`config.mk`:
```
export PLATFORM = sky130hd
export DESIGN_NAME = asbbe_exec
export DESIGN_NICKNAME = d
export VERILOG_FILES = /design/src/common/asbbe_pkg.sv /design/src/verilog/asbbe_file_ram.sv /design/src/verilog/asbbe_exec.sv
export SDC_FILE = /design/constraint.sdc
export NUM_CORES = 1
export LEC_CHECK = 0
export BUFFER_PORTS_ARGS = -buffer_cell sky130_fd_sc_hd__buf_2
export CAP_MARGIN = 20
export CELL_PAD_IN_SITES_DETAIL_PLACEMENT = 0
export CELL_PAD_IN_SITES_GLOBAL_PLACEMENT = 1
export CORE_UTILIZATION = 35
export CTS_CLUSTER_DIAMETER = 60
export DETAILED_ROUTE_END_ITERATION = 6
export PLACE_DENSITY_LB_ADDON = 0.1
export SYNTH_ARGS = -nofsm -noshare
export SYNTH_HDL_FRONTEND = slang
export SYNTH_SLANG_ARGS = --single-unit
```
`constraint.sdc`:
```
create_clock -name clock -period 12.9 [get_ports clock]
set_input_delay 1.935 -clock clock [delete_from_list [all_inputs] [get_ports clock]]
set_output_delay 1.935 -clock clock [all_outputs]
set_load 0.02 [all_outputs]
```
`src/common/asbbe_pkg.sv`:
```
// constants and types shared by the add, shift, bit and branch execution datapath
package asbbe_pkg;

	localparam int DATA_WIDTH            = 8;
	localparam int FILE_ADDR_WIDTH       = 7;
	localparam int FILE_DEPTH            = 128;
	localparam int BIT_SEL_WIDTH         = 3;
	localparam int BRANCH_LIT_WIDTH      = 9;
	localparam int PROGRAM_COUNTER_WIDTH = 15;
	localparam int NIBBLE_CARRY_POS      = 4;

	localparam logic [7:0]  ACC_RESET_VALUE             = 8'h00;
	localparam logic [7:0]  RESULT_RESET_VALUE          = 8'h00;
	localparam logic        FLAG_RESET_VALUE            = 1'h0;
	localparam logic [14:0] PROGRAM_COUNTER_RESET_VALUE = 15'h0000;
	localparam logic [14:0] PROGRAM_COUNTER_STEP        = 15'h0001;
	localparam logic        DEST_ACC                    = 1'h0;
	localparam logic        DEST_FILE                   = 1'h1;

	// command codes presented on the command port
	typedef enum logic [3:0] {
		OP_NO_OPERATION          = 4'h0,
		OP_ADD_ACC_TO_FILE       = 4'h1,
		OP_ADD_ACC_FILE_CARRY    = 4'h2,
		OP_ARITH_SHIFT_RIGHT     = 4'h3,
		OP_BIT_CLEAR_FILE        = 4'h4,
		OP_BIT_SET_FILE          = 4'h5,
		OP_RELATIVE_BRANCH_LIT   = 4'h6,
		OP_RELATIVE_BRANCH_ACC   = 4'h7,
		OP_LOAD_ACC_LITERAL      = 4'h8,
		OP_LOAD_FILE_LITERAL     = 4'h9
	} asbbe_op_t;

	typedef enum logic [2:0] {
		ST_IDLE         = 3'h1,
		ST_EXEC         = 3'h2,
		ST_NO_OPERATION = 3'h4
	} asbbe_state_t;

endpackage : asbbe_pkg

```
`src/verilog/asbbe_file_ram.sv`:
```
// file register memory with registered read data
`timescale 1ns/1ps
`default_nettype none

module asbbe_file_ram #(
	parameter int DEPTH      = asbbe_pkg::FILE_DEPTH,
	parameter int ADDR_WIDTH = asbbe_pkg::FILE_ADDR_WIDTH,
	parameter int DATA_WIDTH = asbbe_pkg::DATA_WIDTH
) (
	// clocking
	input  wire logic                  clock,
	input  wire logic                  clkEn,
	// read side
	input  wire logic [ADDR_WIDTH-1:0] rdAddr,
	output logic      [DATA_WIDTH-1:0] rdData,
	// write side
	input  wire logic                  wrEn,
	input  wire logic [ADDR_WIDTH-1:0] wrAddr,
	input  wire logic [DATA_WIDTH-1:0] wrData
);

	logic [DATA_WIDTH-1:0] mem [DEPTH];

	// read during write to the same word returns the old contents
	always_ff @(posedge clock) begin
		if (clkEn) begin
			rdData <= mem[rdAddr];
			if (wrEn) begin
				mem[wrAddr] <= wrData;
			end
		end
	end

endmodule : asbbe_file_ram

`default_nettype wire

```
`src/verilog/asbbe_exec.sv`:
```
// execution datapath for add, shift, bit set/clear and relative branch operations
//
// Functional notes
// - add of accumulator and addressed file word (0..127) updates carry, digit carry and zero.
// - destination select 0 writes the accumulator, 1 writes the addressed file word; bit clear and bit set always write the file word.
// - shift right moves file bits 7:1 into result bits 6:0 and old bit 0 into carry, touching only carry and zero.
// - shift right copies source bit 7 into result bit 7 so the sign is kept.
// - add with carry sums accumulator, file word and carry, honours the select bit and updates all three flags.
// - bit clear forces bit b of the file word to zero, keeps other bits and leaves the flags alone.
// - bit set forces the selected bit of the file word to one, keeps other bits and leaves the flags alone.
// - literal branch loads counter plus one plus the sign-extended 9-bit offset and takes two cycles.
// - accumulator branch adds the unsigned accumulator to counter plus one and takes two cycles.
// - each of the two relative branch operations spends its second cycle as a no-operation.
`timescale 1ns/1ps
`default_nettype none

module asbbe_exec #(
	parameter int PCW = asbbe_pkg::PROGRAM_COUNTER_WIDTH
) (
	// clock and reset
	input  wire logic                                     clock,
	input  wire logic                                     rst_n,
	input  wire logic                                     clkEn,
	// command port
	input  wire logic                                     cmdValid,
	input  wire asbbe_pkg::asbbe_op_t                     cmdOp,
	input  wire logic [asbbe_pkg::FILE_ADDR_WIDTH-1:0]    cmdAddr,
	input  wire logic                                     cmdDest,
	input  wire logic [asbbe_pkg::BIT_SEL_WIDTH-1:0]      cmdBit,
	input  wire logic [asbbe_pkg::BRANCH_LIT_WIDTH-1:0]   cmdLit,
	output logic                                          cmdReady,
	output logic                                          execNop,
	// architectural state
	output logic      [asbbe_pkg::DATA_WIDTH-1:0]         accReg,
	output logic      [asbbe_pkg::DATA_WIDTH-1:0]         resultReg,
	output logic                                          carryFlag,
	output logic                                          digitCarryFlag,
	output logic                                          zeroFlag,
	output logic      [PCW-1:0]                           programCounter
);

	typedef struct packed {
		asbbe_pkg::asbbe_state_t state;
		asbbe_pkg::asbbe_op_t    op;
		logic [6:0]              addr;
		logic                    dest;
		logic [2:0]              bitSel;
		logic [7:0]              acc;
		logic [7:0]              result;
		logic                    carry;
		logic                    digitCarry;
		logic                    zero;
		logic [PCW-1:0]          pc;
	} asbbe_ctx_t;

	asbbe_ctx_t ctx_reg;
	asbbe_ctx_t ctx_next;

	logic [7:0]     fileData;
	logic           ramWrEn;
	logic [6:0]     ramWrAddr;
	logic [7:0]     ramWrData;
	logic           addCarryIn;
	logic [8:0]     addSum;
	logic [4:0]     nibbleSum;
	logic [7:0]     execValue;
	logic [PCW-1:0] branchLitExt;
	logic [PCW-1:0] branchAccExt;
	logic [PCW-1:0] pcStep;

	// one-hot mask for a bit position, shared by bit set and clear
	function automatic logic [7:0] asbbe_bit_mask(input logic [2:0] pos);
		asbbe_bit_mask = 8'h01 << pos;
	endfunction : asbbe_bit_mask

	asbbe_file_ram #(
		.DEPTH      (asbbe_pkg::FILE_DEPTH),
		.ADDR_WIDTH (asbbe_pkg::FILE_ADDR_WIDTH),
		.DATA_WIDTH (asbbe_pkg::DATA_WIDTH)
	) u_file_ram (
		.clock  (clock),
		.clkEn  (clkEn),
		.rdAddr (cmdAddr),
		.rdData (fileData),
		.wrEn   (ramWrEn),
		.wrAddr (ramWrAddr),
		.wrData (ramWrData)
	);

	assign pcStep       = PCW'(asbbe_pkg::PROGRAM_COUNTER_STEP);
	assign branchLitExt = {{(PCW-asbbe_pkg::BRANCH_LIT_WIDTH){cmdLit[8]}}, cmdLit};
	assign branchAccExt = {{(PCW-asbbe_pkg::DATA_WIDTH){1'b0}}, ctx_reg.acc};

	// adder shared by both add operations; carry enters only for add with carry
	assign addCarryIn = (ctx_reg.op == asbbe_pkg::OP_ADD_ACC_FILE_CARRY) ? ctx_reg.carry : 1'b0;
	assign addSum     = {1'b0, ctx_reg.acc} + {1'b0, fileData} + {8'h00, addCarryIn};
	assign nibbleSum  = {1'b0, ctx_reg.acc[3:0]} + {1'b0, fileData[3:0]} + {4'h0, addCarryIn};

	always_comb begin
		ctx_next  = ctx_reg;
		ramWrEn   = 1'b0;
		ramWrAddr = ctx_reg.addr;
		ramWrData = 8'h00;
		execValue = 8'h00;
		case (ctx_reg.state)
			asbbe_pkg::ST_IDLE: begin
				if (cmdValid) begin
					ctx_next.op     = cmdOp;
					ctx_next.addr   = cmdAddr;
					ctx_next.dest   = cmdDest;
					ctx_next.bitSel = cmdBit;
					case (cmdOp)
						asbbe_pkg::OP_RELATIVE_BRANCH_LIT: begin
							ctx_next.pc    = PCW'(ctx_reg.pc + pcStep + branchLitExt);
							ctx_next.state = asbbe_pkg::ST_NO_OPERATION;
						end
						asbbe_pkg::OP_RELATIVE_BRANCH_ACC: begin
							ctx_next.pc    = PCW'(ctx_reg.pc + pcStep + branchAccExt);
							ctx_next.state = asbbe_pkg::ST_NO_OPERATION;
						end
						asbbe_pkg::OP_LOAD_ACC_LITERAL: begin
							ctx_next.acc = cmdLit[7:0];
							ctx_next.pc  = PCW'(ctx_reg.pc + pcStep);
						end
						asbbe_pkg::OP_LOAD_FILE_LITERAL: begin
							ramWrEn     = 1'b1;
							ramWrAddr   = cmdAddr;
							ramWrData   = cmdLit[7:0];
							ctx_next.pc = PCW'(ctx_reg.pc + pcStep);
						end
						asbbe_pkg::OP_NO_OPERATION: begin
							ctx_next.pc = PCW'(ctx_reg.pc + pcStep);
						end
						default: begin
							// file word is read at this edge and used in the next cycle
							ctx_next.state = asbbe_pkg::ST_EXEC;
						end
					endcase
				end
			end
			asbbe_pkg::ST_EXEC: begin
				case (ctx_reg.op)
					asbbe_pkg::OP_ADD_ACC_TO_FILE,
					asbbe_pkg::OP_ADD_ACC_FILE_CARRY: begin
						execValue           = addSum[7:0];
						ctx_next.carry      = addSum[8];
						ctx_next.digitCarry = nibbleSum[asbbe_pkg::NIBBLE_CARRY_POS];
						ctx_next.zero       = (addSum[7:0] == 8'h00);
					end
					asbbe_pkg::OP_ARITH_SHIFT_RIGHT: begin
						execValue      = {fileData[7], fileData[7:1]};
						ctx_next.carry = fileData[0];
						ctx_next.zero  = ({fileData[7], fileData[7:1]} == 8'h00);
					end
					asbbe_pkg::OP_BIT_CLEAR_FILE: begin
						execValue = fileData & ~asbbe_bit_mask(ctx_reg.bitSel);
					end
					asbbe_pkg::OP_BIT_SET_FILE: begin
						execValue = fileData | asbbe_bit_mask(ctx_reg.bitSel);
					end
					default: begin
						execValue = fileData;
					end
				endcase
				ctx_next.result = execValue;
				// bit operations always go back to the file word
				if ((ctx_reg.dest == asbbe_pkg::DEST_ACC) &&
				    (ctx_reg.op != asbbe_pkg::OP_BIT_CLEAR_FILE) &&
				    (ctx_reg.op != asbbe_pkg::OP_BIT_SET_FILE)) begin
					ctx_next.acc = execValue;
				end else begin
					ramWrEn   = 1'b1;
					ramWrData = execValue;
				end
				ctx_next.pc    = PCW'(ctx_reg.pc + pcStep);
				ctx_next.state = asbbe_pkg::ST_IDLE;
			end
			asbbe_pkg::ST_NO_OPERATION: begin
				ctx_next.state = asbbe_pkg::ST_IDLE;
			end
			default: begin
				ctx_next.state = asbbe_pkg::ST_IDLE;
			end
		endcase
		if (!clkEn) begin
			ramWrEn = 1'b0;
		end
	end

	always_ff @(posedge clock or negedge rst_n) begin
		if (!rst_n) begin
			ctx_reg.state      <= asbbe_pkg::ST_IDLE;
			ctx_reg.op         <= asbbe_pkg::OP_NO_OPERATION;
			ctx_reg.addr       <= 7'h00;
			ctx_reg.dest       <= asbbe_pkg::DEST_ACC;
			ctx_reg.bitSel     <= 3'h0;
			ctx_reg.acc        <= asbbe_pkg::ACC_RESET_VALUE;
			ctx_reg.result     <= asbbe_pkg::RESULT_RESET_VALUE;
			ctx_reg.carry      <= asbbe_pkg::FLAG_RESET_VALUE;
			ctx_reg.digitCarry <= asbbe_pkg::FLAG_RESET_VALUE;
			ctx_reg.zero       <= asbbe_pkg::FLAG_RESET_VALUE;
			ctx_reg.pc         <= PCW'(asbbe_pkg::PROGRAM_COUNTER_RESET_VALUE);
		end else if (clkEn) begin
			ctx_reg <= ctx_next;
		end
	end

	assign cmdReady       = (ctx_reg.state == asbbe_pkg::ST_IDLE);
	assign execNop        = (ctx_reg.state == asbbe_pkg::ST_NO_OPERATION);
	assign accReg         = ctx_reg.acc;
	assign resultReg      = ctx_reg.result;
	assign carryFlag      = ctx_reg.carry;
	assign digitCarryFlag = ctx_reg.digitCarry;
	assign zeroFlag       = ctx_reg.zero;
	assign programCounter = ctx_reg.pc;

	// helpers for the checks below
	logic execStep;
	logic idleTake;
	assign execStep = clkEn && (ctx_reg.state == asbbe_pkg::ST_EXEC);
	assign idleTake = clkEn && cmdValid && (ctx_reg.state == asbbe_pkg::ST_IDLE);

	a_add_sum_value: assert property (@(posedge clock) disable iff (!rst_n)
		execStep && (ctx_reg.op == asbbe_pkg::OP_ADD_ACC_TO_FILE)
		|=> resultReg == 8'($past(ctx_reg.acc) + $past(fileData)))
		else $error("add result does not equal accumulator plus file word");

	a_dest_to_acc: assert property (@(posedge clock) disable iff (!rst_n)
		execStep && (ctx_reg.dest == asbbe_pkg::DEST_ACC) && (ctx_reg.op == asbbe_pkg::OP_ARITH_SHIFT_RIGHT)
		|=> (accReg == resultReg))
		else $error("select 0 did not write the accumulator");

	a_shift_carry_out: assert property (@(posedge clock) disable iff (!rst_n)
		execStep && (ctx_reg.op == asbbe_pkg::OP_ARITH_SHIFT_RIGHT)
		|=> (carryFlag == $past(fileData[0])) && (resultReg[6:0] == $past(fileData[7:1])) && $stable(digitCarryFlag))
		else $error("shift right moved the wrong bits");

	a_shift_sign_kept: assert property (@(posedge clock) disable iff (!rst_n)
		execStep && (ctx_reg.op == asbbe_pkg::OP_ARITH_SHIFT_RIGHT)
		|=> resultReg[7] == $past(fileData[7]))
		else $error("shift right lost the sign bit");

	a_carry_in_add: assert property (@(posedge clock) disable iff (!rst_n)
		execStep && (ctx_reg.op == asbbe_pkg::OP_ADD_ACC_FILE_CARRY)
		|=> {carryFlag, resultReg} == 9'({1'b0, $past(ctx_reg.acc)} + {1'b0, $past(fileData)} + {8'h00, $past(ctx_reg.carry)}))
		else $error("add with carry gave a wrong sum");

	a_bit_clear_mask: assert property (@(posedge clock) disable iff (!rst_n)
		execStep && (ctx_reg.op == asbbe_pkg::OP_BIT_CLEAR_FILE)
		|=> (resultReg == ($past(fileData) & ~(8'h01 << $past(ctx_reg.bitSel)))) && $stable(zeroFlag) && $stable(carryFlag))
		else $error("bit clear changed the wrong bits or a flag");

	a_bit_set_mask: assert property (@(posedge clock) disable iff (!rst_n)
		execStep && (ctx_reg.op == asbbe_pkg::OP_BIT_SET_FILE)
		|=> (resultReg == ($past(fileData) | (8'h01 << $past(ctx_reg.bitSel)))) && $stable(digitCarryFlag))
		else $error("bit set changed the wrong bits or a flag");

	a_branch_lit_target: assert property (@(posedge clock) disable iff (!rst_n)
		idleTake && (cmdOp == asbbe_pkg::OP_RELATIVE_BRANCH_LIT)
		|=> programCounter == PCW'($past(ctx_reg.pc) + pcStep + $past(branchLitExt)))
		else $error("literal branch target is wrong");

	a_branch_acc_target: assert property (@(posedge clock) disable iff (!rst_n)
		idleTake && (cmdOp == asbbe_pkg::OP_RELATIVE_BRANCH_ACC)
		|=> programCounter == PCW'($past(ctx_reg.pc) + pcStep + $past(branchAccExt)))
		else $error("accumulator branch target is wrong");

	a_branch_second_nop: assert property (@(posedge clock) disable iff (!rst_n)
		idleTake && ((cmdOp == asbbe_pkg::OP_RELATIVE_BRANCH_LIT) || (cmdOp == asbbe_pkg::OP_RELATIVE_BRANCH_ACC))
		|=> execNop && !cmdReady ##1 ($stable(programCounter) && (cmdReady || execNop)))
		else $error("branch did not spend one no-operation cycle");

	a_zero_flag_add: assert property (@(posedge clock) disable iff (!rst_n)
		execStep && (ctx_reg.op == asbbe_pkg::OP_ADD_ACC_TO_FILE)
		|=> (zeroFlag == (resultReg == 8'h00)) &&
		    (digitCarryFlag == (({1'b0, $past(ctx_reg.acc[3:0])} + {1'b0, $past(fileData[3:0])}) > 5'h0f)))
		else $error("zero or digit carry flag wrong after add");

	a_branch_flags_kept: assert property (@(posedge clock) disable iff (!rst_n)
		idleTake && ((cmdOp == asbbe_pkg::OP_RELATIVE_BRANCH_LIT) || (cmdOp == asbbe_pkg::OP_RELATIVE_BRANCH_ACC))
		|=> $stable(carryFlag) && $stable(digitCarryFlag) && $stable(zeroFlag))
		else $error("branch changed a status flag");

endmodule : asbbe_exec

`default_nettype wire

```
### Word-level counts from Yosys, hierarchy flattened

Memories as Yosys holds them, arrays and structs flattened. A register that Yosys moved wholly into a read port is not among the register bits.
Cells that the tools add are included.

| operators by class | value |
|---|---|
| bitwise operators | 4 |
| shift operators | 1 |
| muxes and demuxes | 28 |
| eq/ne operators | 19 |
| reductions and logical operators | 17 |
| add/sub/neg operators | 7 |

Operators with widths:

| operator | count |
|---|---|
| case mux 15 bit (3 select lines) | 1 |
| two-way mux 8 bit | 5 |
| case mux 8 bit (2 select lines) | 2 |
| case mux 8 bit (4 select lines) | 1 |
| case mux 15 bit (2 select lines) | 1 |
| two-way mux 26 bit | 1 |
| two-way mux 7 bit | 3 |
| == test 4 x 3 -> 1 bit (second input constant) | 4 |
| zero test 8 bit | 2 |
| adder 15 x 1 -> 15 bit (second input constant) | 1 |
| adder 15 bit | 1 |
| adder 15 x 8 -> 15 bit | 1 |
| two-way mux 15 bit | 1 |
| AND reduction 3 bit | 4 |
| adder 8 x 8 -> 9 bit | 1 |
| adder 9 x 1 -> 9 bit | 1 |
| AND 8 bit | 1 |
| == test 4 x 2 -> 1 bit (second input constant) | 2 |
| == test 4 bit (second input constant) | 2 |
| two-way mux 1 bit | 8 |
| != test 4 x 3 -> 1 bit (second input constant) | 2 |
| NOT 8 bit | 1 |
| OR 8 bit | 1 |
| << shifter 1 x 3 -> 8 bit (first input constant) | 1 |
| other kinds (21) | 28 |

| word-level totals | value |
|---|---|
| output and inout bits | 36 |
| bits of input ports | 28 |
| memories kept | 1 |
| bits in writable memories | 1024 |
| logic and storage cells | 88 |
| register bits | 52 |

Memory list:

| name | words | bits a word | read ports | clocked after Yosys merged registers in | wr ports | line | RTL |
|---|---|---|---|---|---|---|---|
| u_file_ram.mem | 128 | 8 | 1 | 1 | 1 | asbbe_file_ram.sv:22 | `logic [DATA_WIDTH-1:0] mem [DEPTH];` |

### Longest topological paths before layout

Gate-level depths: netlist of the first run.

| logic depth | value |
|---|---|
| word-level depth | 9 |
| mapped depth | 14 |
| depth with buffers taken out | 13 |

### Hierarchy

From an unflattened synthesis of the first run, not the netlist that was laid out.

| unflattened totals | value |
|---|---|
| cells, all modules | 2201 |
| area total of the unflattened synthesis | 44385.1 um^2 |

By module, submodules not included:

| module | sequential area each (um^2) | area each (um^2) | cells each | times used |
|---|---|---|---|---|
| asbbe_file_ram | 30989.7 | 39766.9 | 1633 | 1 |
| asbbe_exec | 1302.5 | 4618.2 | 568 | 1 |

### Worst setup path before layout of the first run

OpenSTA, ideal clock, no wires.

| path | value |
|---|---|
| path type | reg-to-reg |
| start | register ctx_reg[47] (netlist bit) |
| end | memory u_file_ram.mem[0][6], data pin |
| buffers on the path | 2 |
| required time | 11.673 ns |
| cell stages (with the launch flop) | 14 |
| path slack | 3.713 ns |
| setup time | 1.227 ns |
| clock period less this slack | 9.187 ns |
| data arrival time | 7.960 ns |
| cell sequence | dfrtp_1 > clkbuf_1 > buf_1 > nor2_1 > nand3_1 > fa_1 > fa_1 > nor2b_1 > o21ai_0 > a21oi_1 > o21ai_0 > o32ai_1 > a21oi_1 > o31ai_1 |

| on the way | value |
|---|---|
| word-level cells in the longest chain between the ends | 6 |
| elaborated cells on any way between the ends | 15 |
| classes of those cells | add/sub (1); eq/ne (7); mux (4); reduce/logical (3) |

Ends and longest elaborated chain:

| what | line | RTL |
|---|---|---|
| start, declared | asbbe_exec.sv:56 | `asbbe_ctx_t ctx_reg;` |
| start signal, assigned | asbbe_exec.sv:204 | `ctx_reg <= ctx_next;` |
| == test 4 x 2 -> 1 bit | asbbe_exec.sv:95, asbbe_exec.sv:142 |  |
| two-way mux 1 bit | asbbe_exec.sv:95 | `assign addCarryIn = (ctx_reg.op == asbbe_pkg::OP_ADD_ACC_FILE_CARRY) ? ctx_reg.carry : 1'b0;` |
| adder 9 x 1 -> 9 bit | asbbe_exec.sv:96 | `assign addSum = {1'b0, ctx_reg.acc} + {1'b0, fileData} + {8'h00, addCarryIn};` |
| case mux 8 bit (4 select lines) | asbbe_exec.sv:142 | `case (ctx_reg.op)` |
| two-way mux 8 bit (*) | asbbe_exec.sv:167 | `if ((ctx_reg.dest == asbbe_pkg::DEST_ACC) &&` |
| case mux 8 bit (2 select lines) (*) | asbbe_exec.sv:105 | `case (ctx_reg.state)` |
| via ramWrData[6] | asbbe_exec.sv:62 | `logic [7:0] ramWrData;` |
| end, declared | asbbe_file_ram.sv:22 |  |

Mark *: on every way through the listed nets, which the timed path passes. The rest lies on a longest branch.

==> impl_metrics.py, run 1 <==
metrics = {
    "critical_path": {
        "worstPathRequired_ps": 13350,
        "cp-start-kind": "primary input",
        "path_class": "in -> reg",
        "worstSetupEndpointType": "register",
        "cp_max_fo": 125,
        "worst_ep_arrival_time_ps": 6040,
    },
    "drt": {
        "first_pass_iters": 5,
        "via_per_inst": 5.40,
        "wl_per_cell_um": 28.1,
        "antenna_left": 0,
        "route.detailed.drc": 0,
        "num_vias": 23200,
        "routed_wl_mm": 121,
        "drtIter0Drc": 2224,
    },
    "clock_tree": {
        "cts_hold_buffers": 0,
        "cts_made_buffers": 120,
        "cts_tree": "done",
        "clk_pin_slew_ps": 60,
        "cts_root_buf": "clkbuf_16",
        "cts_setup_buffers": 0,
        "cts_max_path_buffers": 3,
        "cts_max_level": 3,
        "cts_sinks": 1084,
        "clk_latency_ps": 740,
        "cts_resized": 0,
    },
    "sta": {
        "fin_crit_ps": 5590,
        "rsz0062_at_grt": "no",
        "final_hold_viol_count": 0,
        "max_freq_mhz": 179,
        "fin_skew_ps": 26.5,
        "hold_slack_ps": 472,
        "fin_crit_sh": 0.434,
        "finalSetupTns_ps": 0,
        "worst_pin_slew_ps": 1110,
        "slew_headroom": 0.260,
        "setup_viol": 0,
        "slew_violations": 0,
    },
    "synthesis": {
        "synth_top_area_frac": 0.689,
        "syn_nets": 2533,
        "synth_top_cell_by_area": "edfxtp_1",
        "yosys.cell_types.count": 76,
        "synth_xor_xnor_area_share": 0.00468,
        "synth_simple_gate_area_frac": 0.0461,
        "netlist_area_mm2": 0.0450,
        "yosys_register_bits": 1084,
        "syn_area_per_cell_um2": 18.1,
        "postSynthCellCount": 2480,
        "yosys-top-cells-area": "edfxtp_1, mux4_2, mux2i_1, dfrtp_1, nor2_1",
        "synth-edff-count": 1032,
        "synth_compound_area_frac": 0.0477,
        "synthFlopType": "edfxtp_1",
        "synth_top_family_by_area": "multiplexers",
        "yosysSeqAreaShare": 0.718,
        "synth_mux_area_frac": 0.152,
        "ys_warn_count": 0,
        "async_reset_ff_frac": 0.0480,
        "yosys.area_share.adder": 0.00746,
    },
    "power_and_ir_drop": {
        "leakagePower_nw": 16.4,
        "power.density_mw_per_mm2": 170,
        "ir_drop_v": 0.0000973,
    },
    "status": {
        "status": "finished, final reports clean",
    },
    "min_path": {
        "hp-class": "reg -> reg",
    },
    "placement": {
        "gp_congestion": 0.796,
        "dp_hpwl_mm": 75.0,
        "io_buffers": 63,
    },
    "global_route": {
        "grt_util_met1": 0.261,
        "grt.busiest_layer": "met2",
        "grt_max_degree": 126,
        "globalRouteMet3Util": 0.0284,
        "antenna_found_initial": 7,
        "use_met2": 0.301,
        "grt_pass1_wl_mm": 174,
        "grt_remaining_overflow": 0,
        "grt_pass1_vias": 23500,
        "grt_use_total": 0.185,
    },
    "floorplanning": {
        "rows": 131,
        "coreArea_mm2": 0.128,
        "io_pins": 64,
        "die_w_um": 360,
        "initial_utilization": 0.353,
        "dieHeight_um": 360,
        "dieArea_mm2": 0.130,
    },
    "job": {
        "maxCapViolations": 0,
    },
    "final_layout": {
        "num_antenna_cells": 0,
        "multi_input_area_mm2": 0.0117,
        "final_util": 0.397,
        "syn2layout_area_growth_pct": 12.6,
        "final_nets": 2576,
        "register_area_mm2": 0.0323,
        "largest_reg_flops": 1024,
        "fillers": 11500,
        "drive_gt1_frac": 0.221,
    },
}
[placed cells by master, fill, tap and decap left out, types with 7 or more instances in the layout]
master	synthesis	layout
clkbuf_1	74	20
buf_2	41	60
o2111ai_1	11	11
a22oi_1	83	83
o21ai_0	52	47
nand4_1	7	7
inv_1	26	26
nand2b_1	10	10
a31oi_1	16	16
a221oi_1	20	20
mux4_2	216	216
nor2_1	171	169
xnor2_1	16	16
a21o_1	13	13
a21oi_1	46	46
nand2_1	65	65
clkbuf_16	0	122
buf_4	45	42
nor3_1	17	17
nand3_1	62	62
clkinv_2	0	24
dfrtp_1	51	51
nor2b_1	10	7
or2_2	14	17
and3_1	9	9
or3_1	9	9
ha_1	22	22
mux2_2	36	36
mux2i_1	156	156
o311ai_0	8	8
nor3b_1	9	8
xor2_1	8	8
edfxtp_1	1032	1032
clkinv_1	0	30
[report_power, final]
part / leakage [nW] / switching, mW / internal [mW]
Clock: 1.85 / 1.43 / 1.86
Combinational: 4.56 / 0.775 / 0.435
Sequential: 10.0 / 0.148 / 3.98
Total: 16.4 / 2.36 / 6.27
[cell usage after synthesis, types with 20 or more instances]
cell type	number
edfxtp_1	1032
a22oi_1	83
clkbuf_1	74
dfrtp_1	51
a221oi_1	20
a21oi_1	46
o21ai_0	52
ha_1	22
nand2_1	65
buf_4	45
inv_1	26
buf_2	41
nand3_1	62
mux2_2	36
nor2_1	171
mux2i_1	156
mux4_2	216
[routing by layer]
layer | up-vias | routed length [um]
met2 | 542 | 58400
li1 | 10100 | -
met3 | 130 | 5830
met1 | 12400 | 54300
met4 | 4 | 1960
met5 | - | 23
[stage by stage]
stage                     power [mW]  std cells  setup WS (ps)  instance area [um^2]
final                           8.63       4287           7310                 50600
after global routing            8.96       4287           7080                 50600
after CTS                       8.72       4285           7290                 50600
after detailed placement        5.42       4061           6470                 46800
after global placement          5.41       4061           6470                 46800
after floorplan                 5.04       2480           3710                 45000
[path summary, 6_finish.rpt]
kind                              start  cells after the start  slack (ps)               endpoint
max                          cmdAddr[0]                      7        7310   u_file_ram.rdData[1]
min                        resultReg[6]                      2         470           resultReg[6]
max reg2reg                 ctx_reg[46]                     14        7690  u_file_ram.mem[56][6]
min reg2reg                resultReg[6]                      2         470           resultReg[6]
max in group asynchronous         rst_n                      2       10960            ctx_reg[41]
min in group asynchronous         rst_n                      2        1380      programCounter[1]
[cell families (layout without fill, tap and decap cells)]
family | after synthesis | in the layout
muxes | 408 | 408
adders and majority gates | 25 | 25
buffers and inverters | 211 | 356
DFF | 1084 | 1084
and+or+nand+nor | 423 | 423
xor gates and xnor gates | 24 | 24
AOI/OAI and AO/OA | 305 | 305
[worst max-delay path: stages]
cell	delay, ps
buf_8	540
buf_12	720
buf_4	960
mux4_2	610
mux2_2	280
a21oi_1	450
o311ai_0	200
[layout make-up]
type                            instances  share of cell area
Clock buffer                          142              0.0618
Multi-Input combinational cell       1185               0.231
Sequential cell                      1084               0.638
Tap cell                             1662              0.0411
Inverter                               26             0.00193
Clock inverter                         82              0.0127
Timing Repair Buffer                  106              0.0137
(Power assumes the default switching activity.)
==> inputs of run 2 (changes only) <==
Clock period 12.9 ns to 4.9 ns, I/O delays scaled along.
==> impl_metrics.py, run 2 (synthesis results as in run 1) <==
metrics = {
    "status": {
        "status": "finished, final reports clean",
    },
    "sta": {
        "slew_violations": 0,
        "slew_headroom": 0.275,
        "fin_crit_ps": 4170,
        "finalSetupTns_ps": 0,
        "fin_skew_ps": 36.2,
        "worst_pin_slew_ps": 1090,
        "fin_crit_sh": 0.851,
        "final_hold_viol_count": 0,
        "setup_viol": 0,
        "max_freq_mhz": 240,
        "rsz0062_at_grt": "no",
    },
    "clock_tree": {
        "cts_made_buffers": 121,
        "cts_tree": "done",
        "cts_sinks": 1084,
        "clk_pin_slew_ps": 70,
        "cts_setup_buffers": 0,
        "clk_latency_ps": 750,
        "cts_max_level": 3,
        "cts_hold_buffers": 0,
        "cts_root_buf": "clkbuf_16",
        "cts_resized": 0,
        "cts_max_path_buffers": 3,
    },
    "global_route": {
        "antenna_found_initial": 5,
        "grt_pass1_vias": 24400,
        "grt_use_total": 0.184,
        "globalRouteMet3Util": 0.0268,
        "grt_util_met1": 0.257,
        "grt.busiest_layer": "met2",
        "grt_remaining_overflow": 0,
        "grt_pass1_wl_mm": 175,
        "use_met2": 0.302,
        "grt_max_degree": 129,
    },
    "final_layout": {
        "final_cell_mix": "edfxtp_1, mux4_2, nor2_1",
        "final_nets": 2659,
        "syn2layout_area_growth_pct": 15.4,
        "largest_reg_flops": 1024,
        "fillers": 11400,
        "drive_gt1_frac": 0.247,
        "layout.cells.non_filler": 4376,
        "final_common_cell": "edfxtp_1",
    },
    "power_and_ir_drop": {
        "leakagePower_nw": 17.1,
        "power.density_mw_per_mm2": 450,
        "ir_drop_v": 0.000292,
        "p_comb_frac": 0.142,
        "switching_share": 0.268,
        "p_seq_frac": 0.464,
        "finalPower_mw": 23.3,
        "switchingPower_mw": 6.25,
        "p_int_mw": 17.1,
        "pwr-share-clk": 0.393,
    },
    "critical_path": {
        "cp-start-kind": "register",
        "cp_slowest_cell": "dfrtp_1",
        "critPathBufInv": 2,
        "path_delay_family": "compound AO/OA/AOI/OAI gates",
        "worstPathRequired_ps": 5330,
        "cp_max_fo": 128,
        "critical_path.cell_chain": "inv_1 -> nor2_1 -> nand3_1 -> fa_2 -> fa_1 -> nor2b_1 -> o21ai_0 -> a21oi_1 -> o21ai_1 -> o32ai_1 -> a21oi_2 -> o31ai_4 -> buf_12",
        "path_class": "reg -> reg",
        "worstSetupEndpointType": "register",
        "worst_ep_arrival_time_ps": 4600,
        "slowest_delay_ps": 640,
    },
    "drt": {
        "wl_per_cell_um": 27.2,
        "via_per_inst": 5.33,
        "drtIter0Drc": 1781,
        "route.detailed.drc": 0,
        "routed_wl_mm": 119,
        "antenna_left": 0,
        "num_vias": 23300,
        "first_pass_iters": 5,
    },
    "placement": {
        "gp_congestion": 0.812,
        "dp_hpwl_mm": 78.5,
        "place_inst": 4145,
        "io_buffers": 63,
    },
    "job": {
        "maxCapViolations": 0,
    },
    "floorplanning": {
        "initial_utilization": 0.353,
        "dieArea_mm2": 0.130,
        "io_pins": 64,
        "rows": 131,
        "dieHeight_um": 360,
        "die_w_um": 360,
        "coreArea_mm2": 0.128,
    },
    "min_path": {
        "hp-class": "in -> async",
    },
}
==> run 2: worst paths after layout <==
| check | startpoint | endpoint | slack, ps | cells past startpoint |
|---|---|---|---|---|
| worst max-delay path | ctx_reg[46] | u_file_ram.mem[58][6] | 730 | 13 |
| worst min-delay path | rst_n | programCounter[8] | 180 | 2 |
| worst max register to register | ctx_reg[46] | u_file_ram.mem[58][6] | 730 | 13 |
| worst min register to register | resultReg[0] | resultReg[0] | 480 | 2 |
| max in group asynchronous | rst_n | ctx_reg[38] | 4180 | 2 |
| min in group clock | cmdDest | ctx_reg[37] | 250 | 2 |
==> run 2: final cells by class <==
| class | instances | area (um^2) | area share |
|---|---|---|---|
| clock inverters | 88 | 957 | 0.0184 |
| well taps | 1662 | 2080 | 0.0401 |
| multi-input cells | 1185 | 11700 | 0.226 |
| inverters | 26 | 97.6 | 0.00188 |
| repair buffers | 188 | 1650 | 0.0317 |
| clock buffers | 140 | 3100 | 0.0597 |
| diodes | 3 | 7.51 | 0.000145 |
| flip-flops and latches | 1084 | 32300 | 0.622 |
==> run 2: through the flow <==
step	cell area, um^2	hold WS (ps)	util	setup WS, ps
floorplan	45000	439	-	7.39
global placement	47800	469	0.375	706
detailed placement	47800	476	0.375	716
CTS	51900	153	0.407	738
global route	51900	212	0.407	460
finish	51900	177	0.407	730
==> run 2: worst register-to-register path, stage by stage (launching register included) <==
cell and delay (ps):
dfrtp_1 640, inv_1 230, nor2_1 230, nand3_1 130
fa_2 370, fa_1 410, nor2b_1 130, o21ai_0 160
a21oi_1 330, o21ai_1 130, o32ai_1 160, a21oi_2 160
o31ai_4 230, buf_12 430
==> run 2: power by group through the flow <==
stage	combinational [mW]	sequential [mW]	clock [mW]
after floorplan	2.40	10.9	0
after global placement	3.34	11.0	0
after detailed placement	3.35	11.0	0
after CTS	3.36	10.8	9.40
after global routing	3.61	10.9	9.76
final	3.32	10.8	9.18
==> run 2: metal layers <==
| metal | vias to the layer above | wire length [um] |
|---|---|---|
| met2 | 427 | 58000 |
| met1 | 12400 | 54200 |
| met5 | - | 32 |
| met4 | 4 | 2080 |
| li1 | 10300 | - |
| met3 | 151 | 4870 |
